[config.mk]
export PLATFORM = sky130hd
export DESIGN_NAME = ptbw_top
export DESIGN_NICKNAME = d
export VERILOG_FILES = /design/src/ptbw_pkg.sv /design/src/ptbw_fifo.sv /design/src/ptbw_top.sv
export VERILOG_INCLUDE_DIRS = /design/src /design/src/src
export SDC_FILE = /design/constraint.sdc
export NUM_CORES = 1
export LEC_CHECK = 0
export ABC_AREA = 1
export BUFFER_PORTS_ARGS = -buffer_cell sky130_fd_sc_hd__buf_2
export CAP_MARGIN = 10
export CORE_AREA = 5 5 306 218
export CTS_CLUSTER_DIAMETER = 40
export CTS_CLUSTER_SIZE = 30
export DETAILED_ROUTE_END_ITERATION = 8
export DIE_AREA = 0 0 311 223
export HOLD_SLACK_MARGIN = 0.06
export SYNTH_ARGS = -nofsm -noshare
export SYNTH_HDL_FRONTEND = slang
export SYNTH_SLANG_ARGS = --single-unit
[constraint.sdc]
create_clock -name i_clk -period 4.9 [get_ports i_clk]
set_clock_uncertainty 0.1 [all_clocks]
set_input_delay 0.49 -clock i_clk [delete_from_list [all_inputs] [get_ports i_clk]]
set_output_delay 0.49 -clock i_clk [all_outputs]
set_load 0.02 [all_outputs]
[src/ptbw_cfg.svh]
// Constants for the burst write path from the 32-bit bus to a 64-bit back-end.
// Assumes the includer compiles this once per unit; the guard protects that.
`ifndef PTBW_CFG_SVH
`define PTBW_CFG_SVH

// ============================================================
// Bus encodings
`define PTBW_CMD_MEM_WRITE   4'h7
`define PTBW_QW_BIT          2
`define PTBW_WIN_LSB         24

// ============================================================
// Bus timing
// The pins reach the logic two cycles late, so after each taken word the
// target ready stays off until the master's next word has crossed over.
`define PTBW_TRDY_GAP        2'h2

// ============================================================
// Buffer sizing
`define PTBW_FIFO_WIDTH      32
`define PTBW_FIFO_DEPTH      8
`define PTBW_FIFO_CW         4
// Pin inputs lag by two sync stages, so the master may push a few more
// words after the ready drops; this much room must stay free.
`define PTBW_ROOM_LIMIT      4'h4

// ============================================================
// Reset values
`define PTBW_RST_STROBE_N    1'b1
`define PTBW_RST_DATA        64'h0

`endif

[src/ptbw_pkg.sv]
// Types shared by the burst write path and its bench.
// Assumes ptbw_cfg.svh supplies the numeric constants.
package ptbw_pkg;

  // ============================================================
  // Sampled bus pins
  typedef struct packed {
    logic        frame_n;
    logic        irdy_n;
    logic [31:0] ad;
    logic [3:0]  cbe;
  } ptbw_pins_t;

  // ============================================================
  // Transaction state, one-hot
  typedef enum logic [5:0] {
    ST_IDLE  = 6'b000001,
    ST_HIT   = 6'b000010,
    ST_SEL   = 6'b000100,
    ST_DATA  = 6'b001000,
    ST_TURN  = 6'b010000,
    ST_CLEAN = 6'b100000
  } ptbw_state_t;

endpackage : ptbw_pkg

[src/ptbw_fifo.sv]
// Small word buffer with an output register in front of the read side.
// Assumes one clock and a synchronous active-high reset.
`timescale 1ns/1ps

module ptbw_fifo #(
  parameter int WIDTH = 32,
  parameter int DEPTH = 8,
  localparam int AW   = $clog2(DEPTH)
) (
  input  wire logic             i_clk,
  input  wire logic             i_rst,
  input  wire logic             i_wr_valid,
  output logic                  o_wr_ready,
  input  wire logic [WIDTH-1:0] i_wr_data,
  output logic                  o_rd_valid,
  input  wire logic             i_rd_ready,
  output logic [WIDTH-1:0]      o_rd_data,
  output logic [AW:0]           o_count
);

  logic [WIDTH-1:0] mem [DEPTH];
  logic [AW-1:0]    wptr;
  logic [AW-1:0]    rptr;
  logic [AW:0]      mcnt;
  logic [AW-1:0]    next_wptr;
  logic [AW-1:0]    next_rptr;
  logic [AW:0]      next_mcnt;
  logic             next_rd_valid;
  logic [WIDTH-1:0] next_rd_data;
  logic             wr_fire;
  logic             load;

  assign o_wr_ready = (mcnt != (AW+1)'(DEPTH));
  assign o_count    = (AW+1)'(mcnt + {{AW{1'b0}}, o_rd_valid});

  // ============================================================
  // Next state
  always_comb
  begin
    wr_fire       = i_wr_valid & o_wr_ready;
    load          = (mcnt != '0) & (~o_rd_valid | i_rd_ready);
    next_wptr     = wr_fire ? AW'(wptr + 1'b1) : wptr;
    next_rptr     = load ? AW'(rptr + 1'b1) : rptr;
    next_mcnt     = (AW+1)'(mcnt + {{AW{1'b0}}, wr_fire}
                    - {{AW{1'b0}}, load});
    next_rd_valid = load | (o_rd_valid & ~i_rd_ready);
    next_rd_data  = load ? mem[rptr] : o_rd_data;
  end

  // ============================================================
  // Registers
  always_ff @(posedge i_clk)
  begin
    if (wr_fire)
    begin
      mem[wptr] <= i_wr_data;
    end
    if (i_rst)
    begin
      wptr       <= '0;
      rptr       <= '0;
      mcnt       <= '0;
      o_rd_valid <= 1'b0;
      o_rd_data  <= '0;
    end
    else
    begin
      wptr       <= next_wptr;
      rptr       <= next_rptr;
      mcnt       <= next_mcnt;
      o_rd_valid <= next_rd_valid;
      o_rd_data  <= next_rd_data;
    end
  end

endmodule : ptbw_fifo

[src/ptbw_top.sv]
// Target burst write path: 32-bit bus words packed into 64-bit back-end
// words with separate low-half and high-half transfer strobes.
// Assumes the bus pins come from outside the clock domain and the back-end
// ready and window base come from logic on the same clock.
//
// Overview of operation
// - Quad-aligned: first word raises low-half strobe.
// - Double-aligned: first word goes on upper half.
// - Double-aligned first word: high strobe needs prior ready.
// - Target ready held only if back-end was ready.
// - Quad-aligned second word: low strobe drops, high strobe rises.
// - Double-aligned second word: low strobe, no write.
// - Quad-aligned cleanup: third word reported by low strobe.
// - Turnaround: select and target ready deasserted.
// - Cleanup: high strobe flushes the half-filled word.
// - Idle: window hit cleared, pins released.
// - Window match drives the hit output.
// - First target ready needs prior back-end ready.
`timescale 1ns/1ps
`include "ptbw_cfg.svh"

module ptbw_top (
  input  wire logic                i_clk,
  input  wire logic                i_rst,
  input  wire ptbw_pkg::ptbw_pins_t i_pins,
  input  wire logic [31:0]         i_window_base,
  input  wire logic                i_backend_ready_n,
  output logic                     o_trdy_n,
  output logic                     o_trdy_oe_n,
  output logic                     o_devsel_n,
  output logic                     o_devsel_oe_n,
  output logic                     o_window_hit,
  output logic [31:0]              o_local_address,
  output logic [63:0]              o_local_write_data,
  output logic                     o_low_half_xfer_strobe_n,
  output logic                     o_high_half_xfer_strobe_n
);

  // ============================================================
  // Declarations
  ptbw_pkg::ptbw_pins_t  pins_meta;
  ptbw_pkg::ptbw_pins_t  pins;
  logic                  frame_prev;
  logic [1:0]            gap;
  logic [1:0]            next_gap;
  ptbw_pkg::ptbw_state_t state;
  ptbw_pkg::ptbw_state_t next_state;
  logic                  next_trdy_n;
  logic                  next_devsel_n;
  logic                  next_oe_n;
  logic                  next_hit;
  logic [31:0]           next_address;
  logic                  lane;
  logic                  half_full;
  logic                  next_lane;
  logic                  next_half_full;
  logic                  next_low_n;
  logic                  next_high_n;
  logic [63:0]           next_wdata;
  logic                  capture;
  logic                  accept;
  logic                  room;
  logic                  flush;
  logic                  fifo_wr_ready;
  logic                  fifo_rd_valid;
  logic                  fifo_rd_ready;
  logic [31:0]           fifo_rd_data;
  logic [`PTBW_FIFO_CW-1:0] fifo_count;

  function automatic logic window_match(input logic [31:0] addr,
                                        input logic [31:0] base);
    window_match = addr[31:`PTBW_WIN_LSB] == base[31:`PTBW_WIN_LSB];
  endfunction : window_match

  // ============================================================
  // Pin synchronisers; only the second stage is read by logic.
  always_ff @(posedge i_clk)
  begin
    if (i_rst)
    begin
      pins_meta    <= '{frame_n: 1'b1, irdy_n: 1'b1, ad: '0, cbe: '0};
      pins         <= '{frame_n: 1'b1, irdy_n: 1'b1, ad: '0, cbe: '0};
      frame_prev   <= 1'b1;
    end
    else
    begin
      pins_meta    <= i_pins;
      pins         <= pins_meta;
      frame_prev   <= pins.frame_n;
    end
  end

  // ============================================================
  // Buffer between the bus and the half-word packer
  ptbw_fifo #(
    .WIDTH (`PTBW_FIFO_WIDTH),
    .DEPTH (`PTBW_FIFO_DEPTH)
  ) u_fifo (
    .i_clk      (i_clk),
    .i_rst      (i_rst),
    .i_wr_valid (accept),
    .o_wr_ready (fifo_wr_ready),
    .i_wr_data  (pins.ad),
    .o_rd_valid (fifo_rd_valid),
    .i_rd_ready (fifo_rd_ready),
    .o_rd_data  (fifo_rd_data),
    .o_count    (fifo_count)
  );

  // ============================================================
  // Bus-side transaction sequencer
  always_comb
  begin
    next_state    = state;
    next_trdy_n   = o_trdy_n;
    next_devsel_n = o_devsel_n;
    next_oe_n     = o_trdy_oe_n;
    next_hit      = o_window_hit;
    next_address  = o_local_address;
    room          = (fifo_count <= `PTBW_ROOM_LIMIT) & fifo_wr_ready;
    accept        = state[3] & ~pins.irdy_n & ~o_trdy_n;
    capture       = state[0] & frame_prev & ~pins.frame_n
                    & (pins.cbe == `PTBW_CMD_MEM_WRITE)
                    & window_match(pins.ad, i_window_base);
    next_gap      = accept ? `PTBW_TRDY_GAP : 2'(gap - {1'b0, |gap});
    case (state)
      ptbw_pkg::ST_IDLE:
      begin
        if (capture)
        begin
          next_hit     = 1'b1;
          next_address = pins.ad;
          next_state   = ptbw_pkg::ST_HIT;
        end
      end
      ptbw_pkg::ST_HIT:
      begin
        next_devsel_n = 1'b0;
        next_oe_n     = 1'b0;
        next_state    = ptbw_pkg::ST_SEL;
      end
      ptbw_pkg::ST_SEL:
      begin
        next_trdy_n = i_backend_ready_n | ~room;
        next_state  = ptbw_pkg::ST_DATA;
      end
      ptbw_pkg::ST_DATA:
      begin
        if (accept & pins.frame_n)
        begin
          next_trdy_n   = 1'b1;
          next_devsel_n = 1'b1;
          next_state    = ptbw_pkg::ST_TURN;
        end
        else
        begin
          // Ready is held only while the back-end keeps up.
          next_trdy_n = i_backend_ready_n | ~room | accept | (|gap);
        end
      end
      ptbw_pkg::ST_TURN:
      begin
        next_state = ptbw_pkg::ST_CLEAN;
      end
      ptbw_pkg::ST_CLEAN:
      begin
        if ((fifo_count == '0) & ~half_full & ~fifo_rd_valid)
        begin
          next_hit   = 1'b0;
          next_oe_n  = 1'b1;
          next_state = ptbw_pkg::ST_IDLE;
        end
      end
      default:
      begin
        next_state    = ptbw_pkg::ST_IDLE;
        next_trdy_n   = 1'b1;
        next_devsel_n = 1'b1;
        next_oe_n     = 1'b1;
        next_hit      = 1'b0;
      end
    endcase
  end

  always_ff @(posedge i_clk)
  begin
    if (i_rst)
    begin
      state           <= ptbw_pkg::ST_IDLE;
      o_trdy_n        <= 1'b1;
      o_devsel_n      <= 1'b1;
      o_trdy_oe_n     <= 1'b1;
      o_window_hit    <= 1'b0;
      o_local_address <= '0;
      gap             <= '0;
    end
    else
    begin
      state           <= next_state;
      o_trdy_n        <= next_trdy_n;
      o_devsel_n      <= next_devsel_n;
      o_trdy_oe_n     <= next_oe_n;
      o_window_hit    <= next_hit;
      o_local_address <= next_address;
      gap             <= next_gap;
    end
  end

  assign o_devsel_oe_n = o_trdy_oe_n;

  // ============================================================
  // Half-word packer and transfer strobes
  // The upper half commits a word, so it waits for a ready back-end;
  // the lower half only stages data and never stalls.
  assign fifo_rd_ready = ~lane | ~i_backend_ready_n;
  assign flush = state[5] & ~fifo_rd_valid & half_full & ~i_backend_ready_n;

  always_comb
  begin
    next_low_n     = `PTBW_RST_STROBE_N;
    next_high_n    = `PTBW_RST_STROBE_N;
    next_lane      = lane;
    next_half_full = half_full;
    next_wdata     = o_local_write_data;
    if (capture)
    begin
      next_lane      = pins.ad[`PTBW_QW_BIT];
      next_half_full = 1'b0;
    end
    else if (fifo_rd_valid & fifo_rd_ready)
    begin
      if (~lane)
      begin
        next_wdata[31:0] = fifo_rd_data;
        next_low_n       = 1'b0;
        next_lane        = 1'b1;
        next_half_full   = 1'b1;
      end
      else
      begin
        next_wdata[63:32] = fifo_rd_data;
        next_high_n       = 1'b0;
        next_lane         = 1'b0;
        next_half_full    = 1'b0;
      end
    end
    else if (flush)
    begin
      next_high_n    = 1'b0;
      next_lane      = 1'b0;
      next_half_full = 1'b0;
    end
  end

  always_ff @(posedge i_clk)
  begin
    if (i_rst)
    begin
      lane                      <= 1'b0;
      half_full                 <= 1'b0;
      o_low_half_xfer_strobe_n  <= `PTBW_RST_STROBE_N;
      o_high_half_xfer_strobe_n <= `PTBW_RST_STROBE_N;
      o_local_write_data        <= `PTBW_RST_DATA;
    end
    else
    begin
      lane                      <= next_lane;
      half_full                 <= next_half_full;
      o_low_half_xfer_strobe_n  <= next_low_n;
      o_high_half_xfer_strobe_n <= next_high_n;
      o_local_write_data        <= next_wdata;
    end
  end
endmodule : ptbw_top

* After elaboration in Yosys (flattened, before gate mapping)
Memories as Yosys holds them, arrays and structs flattened. A register that Yosys moved wholly into a read port is not among the register bits.
Cells that the tools add are included.
** Cells by class
- $add $sub $neg :: 6
- Magnitude comparators :: 1
- Equality and inequality tests :: 12
- Muxes and demuxes :: 23
- Bitwise operators :: 37
- Reduce and logical (&&, ||, !) cells :: 19
** Operators by type and width (count)
- 6-bit one-hot mux with 6 select lines :: 1
- 6-bit 2-to-1 mux :: 3
- 1-bit AND :: 17
- 4-bit OR reduction :: 4
- 1-bit 2-to-1 mux :: 14
- 1-bit NOT :: 14
- 1-bit one-hot mux with 3 select lines :: 4
- 3-bit AND reduction :: 4
- 4-bit by 1-bit adder with 4-bit output :: 2
- 8-bit equality test :: 1
- 3-bit by 1-bit adder with 3-bit output (second input constant) :: 2
- 6-bit by 1-bit equality test with 1-bit output (second input constant) :: 1
- 6-bit by 2-bit equality test with 1-bit output (second input constant) :: 1
- 6-bit by 3-bit equality test with 1-bit output (second input constant) :: 1
- 6-bit by 4-bit equality test with 1-bit output (second input constant) :: 1
- 6-bit by 5-bit equality test with 1-bit output (second input constant) :: 1
- 6-bit equality test (second input constant) :: 1
- 2-bit != test (second input constant) :: 3
- 1-bit bitwise OR :: 6
- 2-bit AND reduction :: 3
- 2-bit OR reduction :: 3
- 4-bit by 3-bit equality test with 1-bit output (second input constant) :: 1
- 4-bit by 3-bit less-or-equal comparator with 1-bit output (second input constant) :: 1
- 4-bit zero test :: 1
- 8 further kinds :: 8
** Storage, ports and cells
- Flip-flop bits (word level) :: 200
- RAM bits :: 256
- Output and inout bits :: 103
- Logic and storage cells :: 126
- Memories kept :: 1
** Memory list
- u_fifo.mem :: depth 8, width 32, rd ports 1, clocked after Yosys merged registers in 1, write ports 1, line ptbw_fifo.sv:21 : logic [WIDTH-1:0] mem [DEPTH];

* Logic depth before layout (Yosys ltp)
Gate-level depths: netlist of run 1.
- Word-level depth :: 9
- Mapped depth :: 15

* By module
Synthesis of run 1 repeated with hierarchy kept, for this count alone.
** Second synthesis, totals
- Cell total of the unflattened synthesis :: 2268
- Area, all modules :: 19919.1 um^2
** By module, submodules not included
- ptbw_fifo :: times used 1, cells each 1243, area an instance 12628.4 um^2
- ptbw_top :: times used 1, cells each 1025, area an instance 7290.7 um^2

* Least setup slack after synthesis of run 1
OpenSTA, ideal clock, no wires.
- Path type :: register -> register
- From :: reg u_fifo.mcnt[2]
- To :: mem u_fifo.mem[0][0], enable pin
- Data arrival time :: 2.354 ns
- Required time :: 4.379 ns
- Slack :: 2.025 ns
- Cell stages (with the launch flop) :: 8
- Period minus slack after synthesis :: 2.875 ns
- Cells stage by stage :: dfxtp_1 -> inv_1 -> ha_1 -> nand2_1 -> nand2_1 -> inv_1 -> nand2_1 -> nor2_1
** On the way
- Word-level cells in the longest chain between the ends :: 4
** Ends and longest elaborated chain
- from (decl) :: line ptbw_fifo.sv:24 : logic [AW:0] mcnt;
- from (signal assigned) :: line ptbw_fifo.sv:70 : mcnt <= next_mcnt;
- 4-bit != test :: line ptbw_fifo.sv:33 : assign o_wr_ready = (mcnt != (AW+1)'(DEPTH));
- 1-bit AND :: line ptbw_fifo.sv:40 : wr_fire = i_wr_valid & o_wr_ready;
- via u_fifo.wr_fire :: line ptbw_fifo.sv:30 : logic wr_fire;
- 1-bit 2-to-1 mux :: line ptbw_fifo.sv:54 : if (wr_fire)
- 1-bit 2-to-1 mux (implied by the code) :: line ptbw_fifo.sv:56 : mem[wptr] <= i_wr_data;
- to (decl) :: line ptbw_fifo.sv:21
The timed path passes the listed nets, and every way through them passes these cells.

==> results.py, run 1 <==
metrics = {
    "global_route": {
        "antenna_found_initial": 1,
        "grt_pass1_wl_um": 72700,
        "track_usage_pct": 13.0,
        "overflow": 0,
        "grt_pass1_vias": 13100,
        "grt_max_degree": 98,
    },
    "synth": {
        "ys_seq_area_share_pct": 65.5,
        "synthDominantAreaCellType": "edfxtp_1",
        "synth_edf_count": 256,
        "synth-xor-area-share_pct": 0.233,
        "syn_area_per_cell_um2": 9.66,
        "syn_inst": 1948,
        "synth_most_common_cell": "nor2_1",
        "synth_top_family_by_area": "simple AND/OR/NAND/NOR gates",
        "synth_area_um2": 18800,
        "synth-main-ff-cell": "edfxtp_1",
        "yosys.area.top_type_share_pct": 40.9,
        "yosysWarningCount": 0,
        "synth_common_cells": "nor2_1 (395), edfxtp_1 (256), inv_1 (248), dfxtp_1 (232), nand2_1 (224)",
        "yosys.cell_types.count": 31,
        "synthTopCellsByArea": "edfxtp_1 (41%), dfxtp_1 (25%), nor2_1 (7.9%)",
        "ys_ff_latch": 488,
        "synthAdderAreaFrac_pct": 0.838,
        "synth_nets": 2033,
        "synthMuxAreaShare_pct": 0,
        "yosys.area_share.simple_pct": 15.5,
        "synth_compound_area_share_pct": 9.85,
        "async_reset_ff_share_pct": 0,
    },
    "worst_setup_path": {
        "start_kind": "flip-flop",
        "critPathMaxFanout": 50,
        "required_ns": 5.31,
        "cp.arrival_ns": 3.38,
        "critical_path_class": "flip-flop to flip-flop",
        "end_kind": "flip-flop",
    },
    "clock_tree": {
        "tritoncts": "built",
        "clk_path_buf_depth": 3,
        "ctsResizeCount": 0,
        "clk_latency_ns": 0.64,
        "clock_sinks": 488,
        "numCtsBuffers": 61,
        "cts_setup_buffers": 0,
        "holdBufCountCts": 38,
        "h-tree-depth": 2,
        "cts_root_buf": "clkbuf_16",
        "path_clk_slew_ns": 0.07,
    },
    "pwr": {
        "power_leakage_uw": 0.00942,
        "powerDensity_nw_per_um2": 533,
        "finalPower_uw": 12200,
        "ir_worst_vdd_v": 0.000341,
    },
    "placed_design": {
        "gp_congestion": 0.797,
        "hpwl_um": 28500,
        "io_buffers": 151,
        "dp_cells": 2849,
        "place_ws_ns": 1.91,
    },
    "final_layout": {
        "syn_to_final_growth_pct": 22.0,
        "nets": 2195,
        "fillerInstances": 6344,
        "diodes": 0,
        "drive_above_1_share_pct": 14.8,
        "final_cells": 3003,
    },
    "timing": {
        "setup_viol": 0,
        "fin_tns_setup_ns": 0,
        "maxSlewHeadroom_pct": 28.3,
        "period_needed_ns": 2.97,
        "finalWorstSetupSlack_ns": 1.93,
        "max_freq_mhz": 337,
        "period_share_pct": 60.5,
        "rsz0062_at_grt": "no",
        "hold_viol_final": 0,
        "slew_viol_final": 0,
        "tightest_slew_ns": 1.08,
    },
    "routing": {
        "vias_per_cell": 4.49,
        "wl_per_cell_um": 15.5,
        "drcViolationCount": 0,
        "wirelength_um": 46500,
        "num_vias": 13500,
        "dr.pass1.iters": 5,
        "postRouteAntennaNets": 0,
        "drt_iter0_drc": 875,
    },
    "die": {
        "rows": 78,
        "floorplan.die_area_um2": 69400,
        "die_w_um": 311,
        "initial_core_util_pct": 29.5,
        "core_um2": 63800,
        "io_pins": 176,
        "die_y_um": 223,
    },
    "outcome": {
        "status": "finished clean",
    },
    "run": {
        "cap_viol_max_count": 0,
    },
    "hold_path": {
        "worstHoldPathType": "input port to flip-flop",
    },
}
worst paths after layout:
kind / cells after the start / startpoint / to / slack (ns)
worst max register to register: 8 / u_fifo.rptr[0] / u_fifo.o_rd_data[21] / 1.93
worst min-delay path: 3 / i_backend_ready_n / u_fifo.o_rd_valid / 0.11
worst min register to register: 2 / pins_meta[27] / pins[27] / 0.28
worst max-delay path: 8 / u_fifo.rptr[0] / u_fifo.o_rd_data[21] / 1.93
cells by family after synthesis:
family | after synthesis
adders and majority gates | 12
DFF | 488
xor gates and xnor gates | 5
AOI/OAI and AO/OA | 345
and+or+nand+nor | 726
buffers and inverters | 372
sequential cells by signal, indices dropped and copies added (netlist names), 2 cells and up:
signal              flops
pins_meta              38
u_fifo.rptr             3
pins                   38
o_local_address        32
u_fifo.o_rd_data       32
state                   6
u_fifo.mcnt             4
u_fifo.wptr             3
gap                     2
o_local_write_data     64
u_fifo.mem            256
worst max-delay path, stage by stage, from the launching register on:
cell and delay [ns]:
dfxtp_2 0.94, inv_2 0.53, buf_4 0.42, nor2_1 0.14, nor2_1 0.05, o21ai_0 0.12, o211ai_1 0.11, o21ai_1 0.30
a21oi_1 0.11
area by class of cell:
cell class	instances	area (um^2)	area share (%)
Sequential cell	488	12300	53.7
Multi-Input combinational cell	1088	5020	21.9
Clock buffer	66	1590	6.91
Timing Repair Buffer	215	1350	5.86
Tap cell	840	1050	4.58
Inverter	256	963	4.20
Clock inverter	50	658	2.87
cells in the final DEF (no fill, tap or decap), types with 52 or more instances in the layout:
cell type,instances
buf_2,150
nand3_1,52
nor2_1,386
a21oi_1,77
clkbuf_16,62
inv_1,247
dfxtp_1,230
o21ai_0,171
edfxtp_1,256
nand2_1,224
layer usage:
layer / global-route usage, % / part of all wire, %
met1: 17.2 / 45
met2: 22.3 / 48
met3: 2.46 / 5.5
met4: 3.23 / 1.8
met5: 0 / 0
per-stage QoR:
stage	hold slack (ns)	area [um^2]	utilization, %
2_1_floorplan	0.288	18800	-
3_3_place_gp	0.292	20300	31.9
3_5_place_dp	0.294	20300	31.9
4_1_cts	0.0702	23000	36.0
5_1_grt	0.106	23000	36.0
6_report	0.109	23000	36.0
report_power, final:
part / total, uW / switching (uW) / internal, uW
clock network: 4720 / 2050 / 2670
registers: 4880 / 277 / 4600
logic: 2630 / 1800 / 823
Power figures use the tool's default switching activity.
==> run 2, diff against run 1 <==
--- a/config.mk
+++ b/config.mk
@@ -6,14 +6,14 @@
 export SDC_FILE = /design/constraint.sdc
 export NUM_CORES = 1
 export LEC_CHECK = 0
-export ABC_AREA = 1
+export ABC_AREA = 0
 export BUFFER_PORTS_ARGS = -buffer_cell sky130_fd_sc_hd__buf_2
 export CAP_MARGIN = 10
-export CORE_AREA = 5 5 306 218
+export CORE_AREA = 5 5 296 211
 export CTS_CLUSTER_DIAMETER = 40
 export CTS_CLUSTER_SIZE = 30
 export DETAILED_ROUTE_END_ITERATION = 8
-export DIE_AREA = 0 0 311 223
+export DIE_AREA = 0 0 301 216
 export HOLD_SLACK_MARGIN = 0.06
 export SYNTH_ARGS = -nofsm -noshare
 export SYNTH_HDL_FRONTEND = slang
==> constraint.sdc (replaced) <==
create_clock -name i_clk -period 2.97 [get_ports i_clk]
set_clock_uncertainty 0.1 [all_clocks]
set_input_delay 0.297 -clock i_clk [delete_from_list [all_inputs] [get_ports i_clk]]
set_output_delay 0.297 -clock i_clk [all_outputs]
set_load 0.02 [all_outputs]
==> run 2 against run 1 <==
Synthesized area decreased by 6.2%. Register-to-register slack got worse by 1.5 ns. Count of clock-buffer cells in the layout increased by 6. First-iteration DRC count decreased by 25%. Maximum frequency increased by 18%.
==> results.py, run 2 <==
metrics = {
    "hold_path": {
        "worstHoldPathType": "input port to flip-flop",
    },
    "global_route": {
        "grt_pass1_wl_um": 59600,
        "grt_pass1_vias": 10100,
        "antenna_found_initial": 0,
        "track_usage_pct": 11.9,
        "overflow": 0,
        "grt_max_degree": 117,
    },
    "pwr": {
        "powerDensity_nw_per_um2": 828,
        "power_leakage_uw": 0.00875,
        "ir_worst_vdd_v": 0.000473,
    },
    "clock_tree": {
        "clk_latency_ns": 0.61,
        "path_clk_slew_ns": 0.06,
        "numCtsBuffers": 66,
        "ctsResizeCount": 0,
        "clock_sinks": 488,
        "h-tree-depth": 3,
        "clk_path_buf_depth": 3,
        "cts_root_buf": "clkbuf_16",
        "tritoncts": "built",
    },
    "routing": {
        "drcViolationCount": 0,
        "wirelength_um": 38900,
        "postRouteAntennaNets": 0,
        "num_vias": 9844,
        "dr.pass1.iters": 5,
        "vias_per_cell": 4.41,
        "drt_iter0_drc": 655,
        "wl_per_cell_um": 17.5,
    },
    "final_layout": {
        "syn_to_final_growth_pct": 26.3,
        "layout_commonest_cell": "edfxtp_1",
        "largest_reg_flops": 256,
        "largest_register": "u_fifo.mem",
        "nets": 1455,
        "ff_latch_area_um2": 12300,
        "layout_common_cells": "edfxtp_1 (256), dfxtp_1 (229), nor2_1 (156)",
        "multiInputGateArea_um2": 5070,
        "drive_above_1_share_pct": 27.3,
        "reg.largest.list": "u_fifo.mem (256), o_local_write_data (64)",
        "fillerInstances": 5643,
        "diodes": 0,
    },
    "synth": {
        "synthDominantAreaCellType": "edfxtp_1",
        "syn_area_per_cell_um2": 15.4,
        "yosys.area.top_type_share_pct": 43.5,
        "yosysWarningCount": 0,
        "synth_area_um2": 17700,
        "synth_most_common_cell": "edfxtp_1",
        "synth_nets": 1232,
        "async_reset_ff_share_pct": 0,
        "synth_common_cells": "edfxtp_1 (256), dfxtp_1 (232), nor2_1 (162), mux2i_1 (130), nor2b_1 (76)",
        "synthTopCellsByArea": "edfxtp_1 (44%), dfxtp_1 (26%), mux4_2 (8.2%)",
        "synth-main-ff-cell": "edfxtp_1",
        "ys_seq_area_share_pct": 69.9,
        "synth_edf_count": 256,
        "yosys.cell_types.count": 50,
        "ys_ff_latch": 488,
        "syn_inst": 1147,
    },
    "timing": {
        "finalWorstSetupSlack_ns": 0.454,
        "tightest_slew_ns": 0.908,
        "rsz0062_at_grt": "no",
        "hold_viol_final": 0,
        "slew_viol_final": 0,
        "whs_ns": 0.104,
        "maxSlewHeadroom_pct": 39.5,
        "period_share_pct": 84.7,
        "period_needed_ns": 2.52,
        "setup_viol": 0,
        "max_freq_mhz": 397,
    },
    "die": {
        "rows": 75,
        "io_pins": 176,
        "die_y_um": 216,
        "initial_core_util_pct": 29.8,
        "floorplan.die_area_um2": 65000,
        "core_um2": 59300,
        "die_w_um": 301,
    },
    "worst_setup_path": {
        "cp.arrival_ns": 2.70,
        "cp_slowest_cell": "dfxtp_1",
        "start_kind": "flip-flop",
        "crit_chain": "nor3b_2 -> a21boi_1 -> buf_4 -> nand2b_1 -> nor2_2 -> buf_12",
        "cp_slowest_stage_delay_ns": 0.49,
        "required_ns": 3.15,
        "end_kind": "flip-flop",
        "critical_path_class": "flip-flop to flip-flop",
        "critPathMaxFanout": 20,
    },
    "outcome": {
        "status": "finished clean",
    },
    "placed_design": {
        "gp_congestion": 0.736,
        "io_buffers": 151,
        "hpwl_um": 24500,
        "place_ws_ns": 0.457,
    },
    "run": {
        "cap_viol_max_count": 0,
    },
}
## run 2: where the power goes
group / switching (uW) / leakage [uW] / total [uW] / internal, uW
clock: 3440 / 0.00114 / 8130 / 4700
sequential: 417 / 0.00473 / 7880 / 7460
combinational: 1330 / 0.00289 / 2450 / 1120
total: 5190 / 0.00875 / 18500 / 13300
## run 2: worst paths after layout
path / from / to / slack [ns] / cells past startpoint
setup / recovery: state[3] / u_fifo.mem[2][6] / 0.45 / 6
hold / removal: i_rst / o_local_address[27] / 0.10 / 2
setup reg to reg: state[3] / u_fifo.mem[2][6] / 0.45 / 6
hold reg to reg: pins_meta[36] / pins[36] / 0.31 / 1
## run 2: cell type report
type | count | share of cell area [%]
clock inverter | 48 | 2.92
inverter | 9 | 0.152
sequential | 488 | 55.3
clock buffer | 72 | 7.65
timing repair buffer | 223 | 6.67
multi-input combinational | 582 | 22.7
tap | 808 | 4.53
## run 2: cell families (layout without fill, tap and decap cells)
group                    count (synthesis)  count (layout)  synth area share, %
buffers and inverters                   77             352                 1.88
AO/OA/AOI/OAI                           68              68                 2.83
XOR/XNOR                                17              17                0.843
flip-flops                             488             488                 69.9
adder cells (fa/ha/maj)                 12              12                0.893
AND/OR/NAND/NOR                        291             291                 8.17
multiplexers                           194             194                 15.5
## run 2: layer usage
layer  GRT usage, %  share of wire, %
met1           17.1                49
met2           17.6                43
met3           3.41               5.6
met4           3.30               2.0
met5              0                 0
## run 2: what timing repair did
action | 4_1_cts | 5_1_grt
hold buffers | 39 | 0
buffers inserted | 0 | 0
hold endpoints to repair | 40 | 0
## run 2: critical path: cells and delay by family (launching register included)
family | cells | cell delay (ns)
flops | 1 | 0.49
compound gates | 1 | 0.21
simple gates | 3 | 0.95
buf+inv | 2 | 0.43
## run 2: through the flow
| stage | power, uW | std cells | utilization [%] | setup TNS, ns | cell area, um^2 |
|---|---|---|---|---|---|
| after detailed placement | 10500 | 2071 | 33.0 | 0 | 19500 |
| final | 18500 | 2230 | 37.6 | 0 | 22300 |
| after global placement | 10500 | 2071 | 33.0 | 0 | 19500 |
| after floorplan | 9690 | 1147 | - | -45.72 | 17700 |
| after global routing | 19300 | 2230 | 37.6 | 0 | 22300 |
| after CTS | 18800 | 2230 | 37.6 | 0 | 22300 |
==> run 3, diff against run 2 <==
==> constraint.sdc (replaced) <==
create_clock -name i_clk -period 2.1 [get_ports i_clk]
set_clock_uncertainty 0.1 [all_clocks]
set_input_delay 0.21 -clock i_clk [delete_from_list [all_inputs] [get_ports i_clk]]
set_output_delay 0.21 -clock i_clk [all_outputs]
set_load 0.02 [all_outputs]
==> run 3 against run 2 <==
Global-route usage grew 0.092 points. Via count rose by 1.3%. Die area unchanged. Hold slack better by 0.12 ns. Maximum frequency is 21% higher. Sequential share of layout area decreased by 1.5 points. Core utilization up 1.1 points. Cell area grew 2.8%. Clock power is 33% higher. Register-to-register slack got worse by 0.43 ns. Worst setup slack worse by 0.43 ns. Largest cell class unchanged. Largest power group is now registers.
==> results.py, run 3 (synthesized netlist as in run 2, its figures left out) <==
metrics = {
    "placed_design": {
        "io_buffers": 151,
        "gp_congestion": 0.727,
        "dp_cells": 2113,
        "place_ws_ns": -0.0472,
        "hpwl_um": 24900,
        "placed_area_um2": 20200,
    },
    "global_route": {
        "grt_pass1_wl_um": 60900,
        "grt_max_degree": 68,
        "antenna_found_initial": 0,
        "grt_pass1_vias": 10300,
        "overflow": 0,
        "track_usage_pct": 12.0,
    },
    "routing": {
        "vias_per_cell": 4.37,
        "dr.pass1.iters": 4,
        "wl_per_cell_um": 17.1,
        "drcViolationCount": 0,
        "drt_iter0_drc": 573,
        "num_vias": 9974,
        "wirelength_um": 39100,
        "postRouteAntennaNets": 0,
    },
    "clock_tree": {
        "path_clk_slew_ns": 0.06,
        "clk_path_buf_depth": 3,
        "numCtsBuffers": 59,
        "h-tree-depth": 2,
        "cts_root_buf": "clkbuf_16",
        "clock_sinks": 488,
        "clk_latency_ns": 0.61,
        "tritoncts": "built",
    },
    "die": {
        "core_um2": 59300,
        "initial_core_util_pct": 29.8,
        "die_y_um": 216,
        "io_pins": 176,
        "die_w_um": 301,
        "rows": 75,
        "floorplan.die_area_um2": 65000,
    },
    "worst_setup_path": {
        "cp-startpoint": "u_fifo.mcnt[2]",
        "endpoint": "u_fifo.mcnt[1]",
        "required_ns": 2.47,
        "critPathMaxFanout": 3,
        "start_kind": "flip-flop",
        "end_kind": "flip-flop",
        "cp.arrival_ns": 2.45,
        "r2r-start": "u_fifo.mcnt[2]",
        "critical_path_class": "flip-flop to flip-flop",
        "r2r_cells": 9,
        "reg2reg_slack_ns": 0.02,
        "r2r_end": "u_fifo.mcnt[1]",
    },
    "final_layout": {
        "final_area_um2": 22900,
        "syn_to_final_growth_pct": 29.9,
        "largest_register": "u_fifo.mem",
        "drive_above_1_share_pct": 30.1,
        "reg.largest.list": "u_fifo.mem (256), o_local_write_data (64)",
        "final_cells": 2282,
        "nets": 1508,
        "diodes": 0,
        "layout_common_cells": "edfxtp_1 (256), dfxtp_1 (225), nor2_1 (155)",
        "final_core_util_pct": 38.7,
        "fillerInstances": 5538,
        "layout_commonest_cell": "edfxtp_1",
        "largest_reg_flops": 256,
    },
    "timing": {
        "rsz0062_at_grt": "yes",
        "hold_viol_final": 0,
        "tightest_slew_ns": 0.531,
        "finalWorstSetupSlack_ns": 0.0194,
        "setup_viol": 0,
        "period_share_pct": 99.1,
        "slew_viol_final": 0,
        "max_freq_mhz": 481,
        "period_needed_ns": 2.08,
        "maxSlewHeadroom_pct": 63.6,
    },
    "pwr": {
        "intPower_uw": 18500,
        "finalPower_uw": 25900,
        "pwr-share-comb_pct": 15.5,
        "clockPowerShare_pct": 41.7,
        "powerDensity_nw_per_um2": 1130,
        "power_leakage_uw": 0.00905,
        "swShare_pct": 28.5,
        "seq_power_share_pct": 42.8,
        "ir_worst_vdd_v": 0.000585,
        "p_switching_uw": 7380,
    },
    "outcome": {
        "status": "finished clean",
    },
    "hold_path": {
        "hp-start": "i_pins[36]",
        "worstHoldPathType": "input port to flip-flop",
    },
    "run": {
        "cap_viol_max_count": 0,
    },
}
run 3: cell count changes in the layout (fill, tap and decap cells not counted), moves of 5 or more:
cell           previous run  this run
buf_4                    26        52
buf_12                    7        24
dlygate4sd3_1            39        54
inv_12                    0         9
nor2_4                    0         7
clkbuf_16                67        61
nor2_2                    6         0
clkinv_8                 16        11
run 3: power groups by stage:
stage                     combinational [uW]  sequential (uW)  clock (uW)
after detailed placement                3900            11300           0
after floorplan                         2610            11200           0
after CTS                               4030            11100       11100
after global routing                    4440            11100       11500
final                                   4010            11100       10800
after global placement                  3860            11200           0
run 3: per-layer routing:
| metal | wire, um | share of wire (%) | GRT usage [%] |
|---|---|---|---|
| met1 | 19300 | 49 | 17.7 |
| met5 | 0 | 0 | 0 |
| met2 | 16700 | 43 | 17.5 |
| met4 | 879 | 2.3 | 3.59 |
| met3 | 2250 | 5.7 | 2.72 |
run 3: worst max-delay path: stages (launching register included):
cell	delay, ns
dfxtp_4	0.36
inv_4	0.05
ha_4	0.16
a21boi_4	0.19
ha_4	0.22
inv_2	0.04
ha_2	0.18
inv_2	0.05
fa_2	0.56
nor2_1	0.04
run 3: timing repair:
item,4_1_cts,5_1_grt
hold buffers,54,0
resized for setup,2,9
setup endpoints to repair,2,32
pin swaps,1,6
setup buffers,2,1
endpoints found under the hold margin,72,0
run 3: cell type report:
cell class	count	area [um^2]	share of cell area, %
clock buffer	66	1550	6.74
inverter	9	36.3	0.158
sequential	488	12300	53.9
tap	808	1010	4.41
clock inverter	46	619	2.70
timing repair buffer	283	2200	9.58
multi-input combinational	582	5170	22.6
run 3: worst min path at each step:
stage,slack [ns],cells past startpoint,end
5_1_grt,0.22,3,pins_meta[37]
4_1_cts,0.17,3,pins_meta[36]
3_3_place_gp,0.30,2,pins_meta[36]
6_report,0.22,3,pins_meta[36]
2_1_floorplan,0.21,1,pins_meta[36]
3_5_place_dp,0.30,2,pins_meta[36]
run 3: metrics by stage:
stage | TNS, ns | hold WS, ns
after global routing | -0.0326 | 0.221
after CTS | 0 | 0.168
after detailed placement | -0.0859 | 0.295
after floorplan | -26.74 | 0.214
final | 0 | 0.224
after global placement | -0.00816 | 0.295
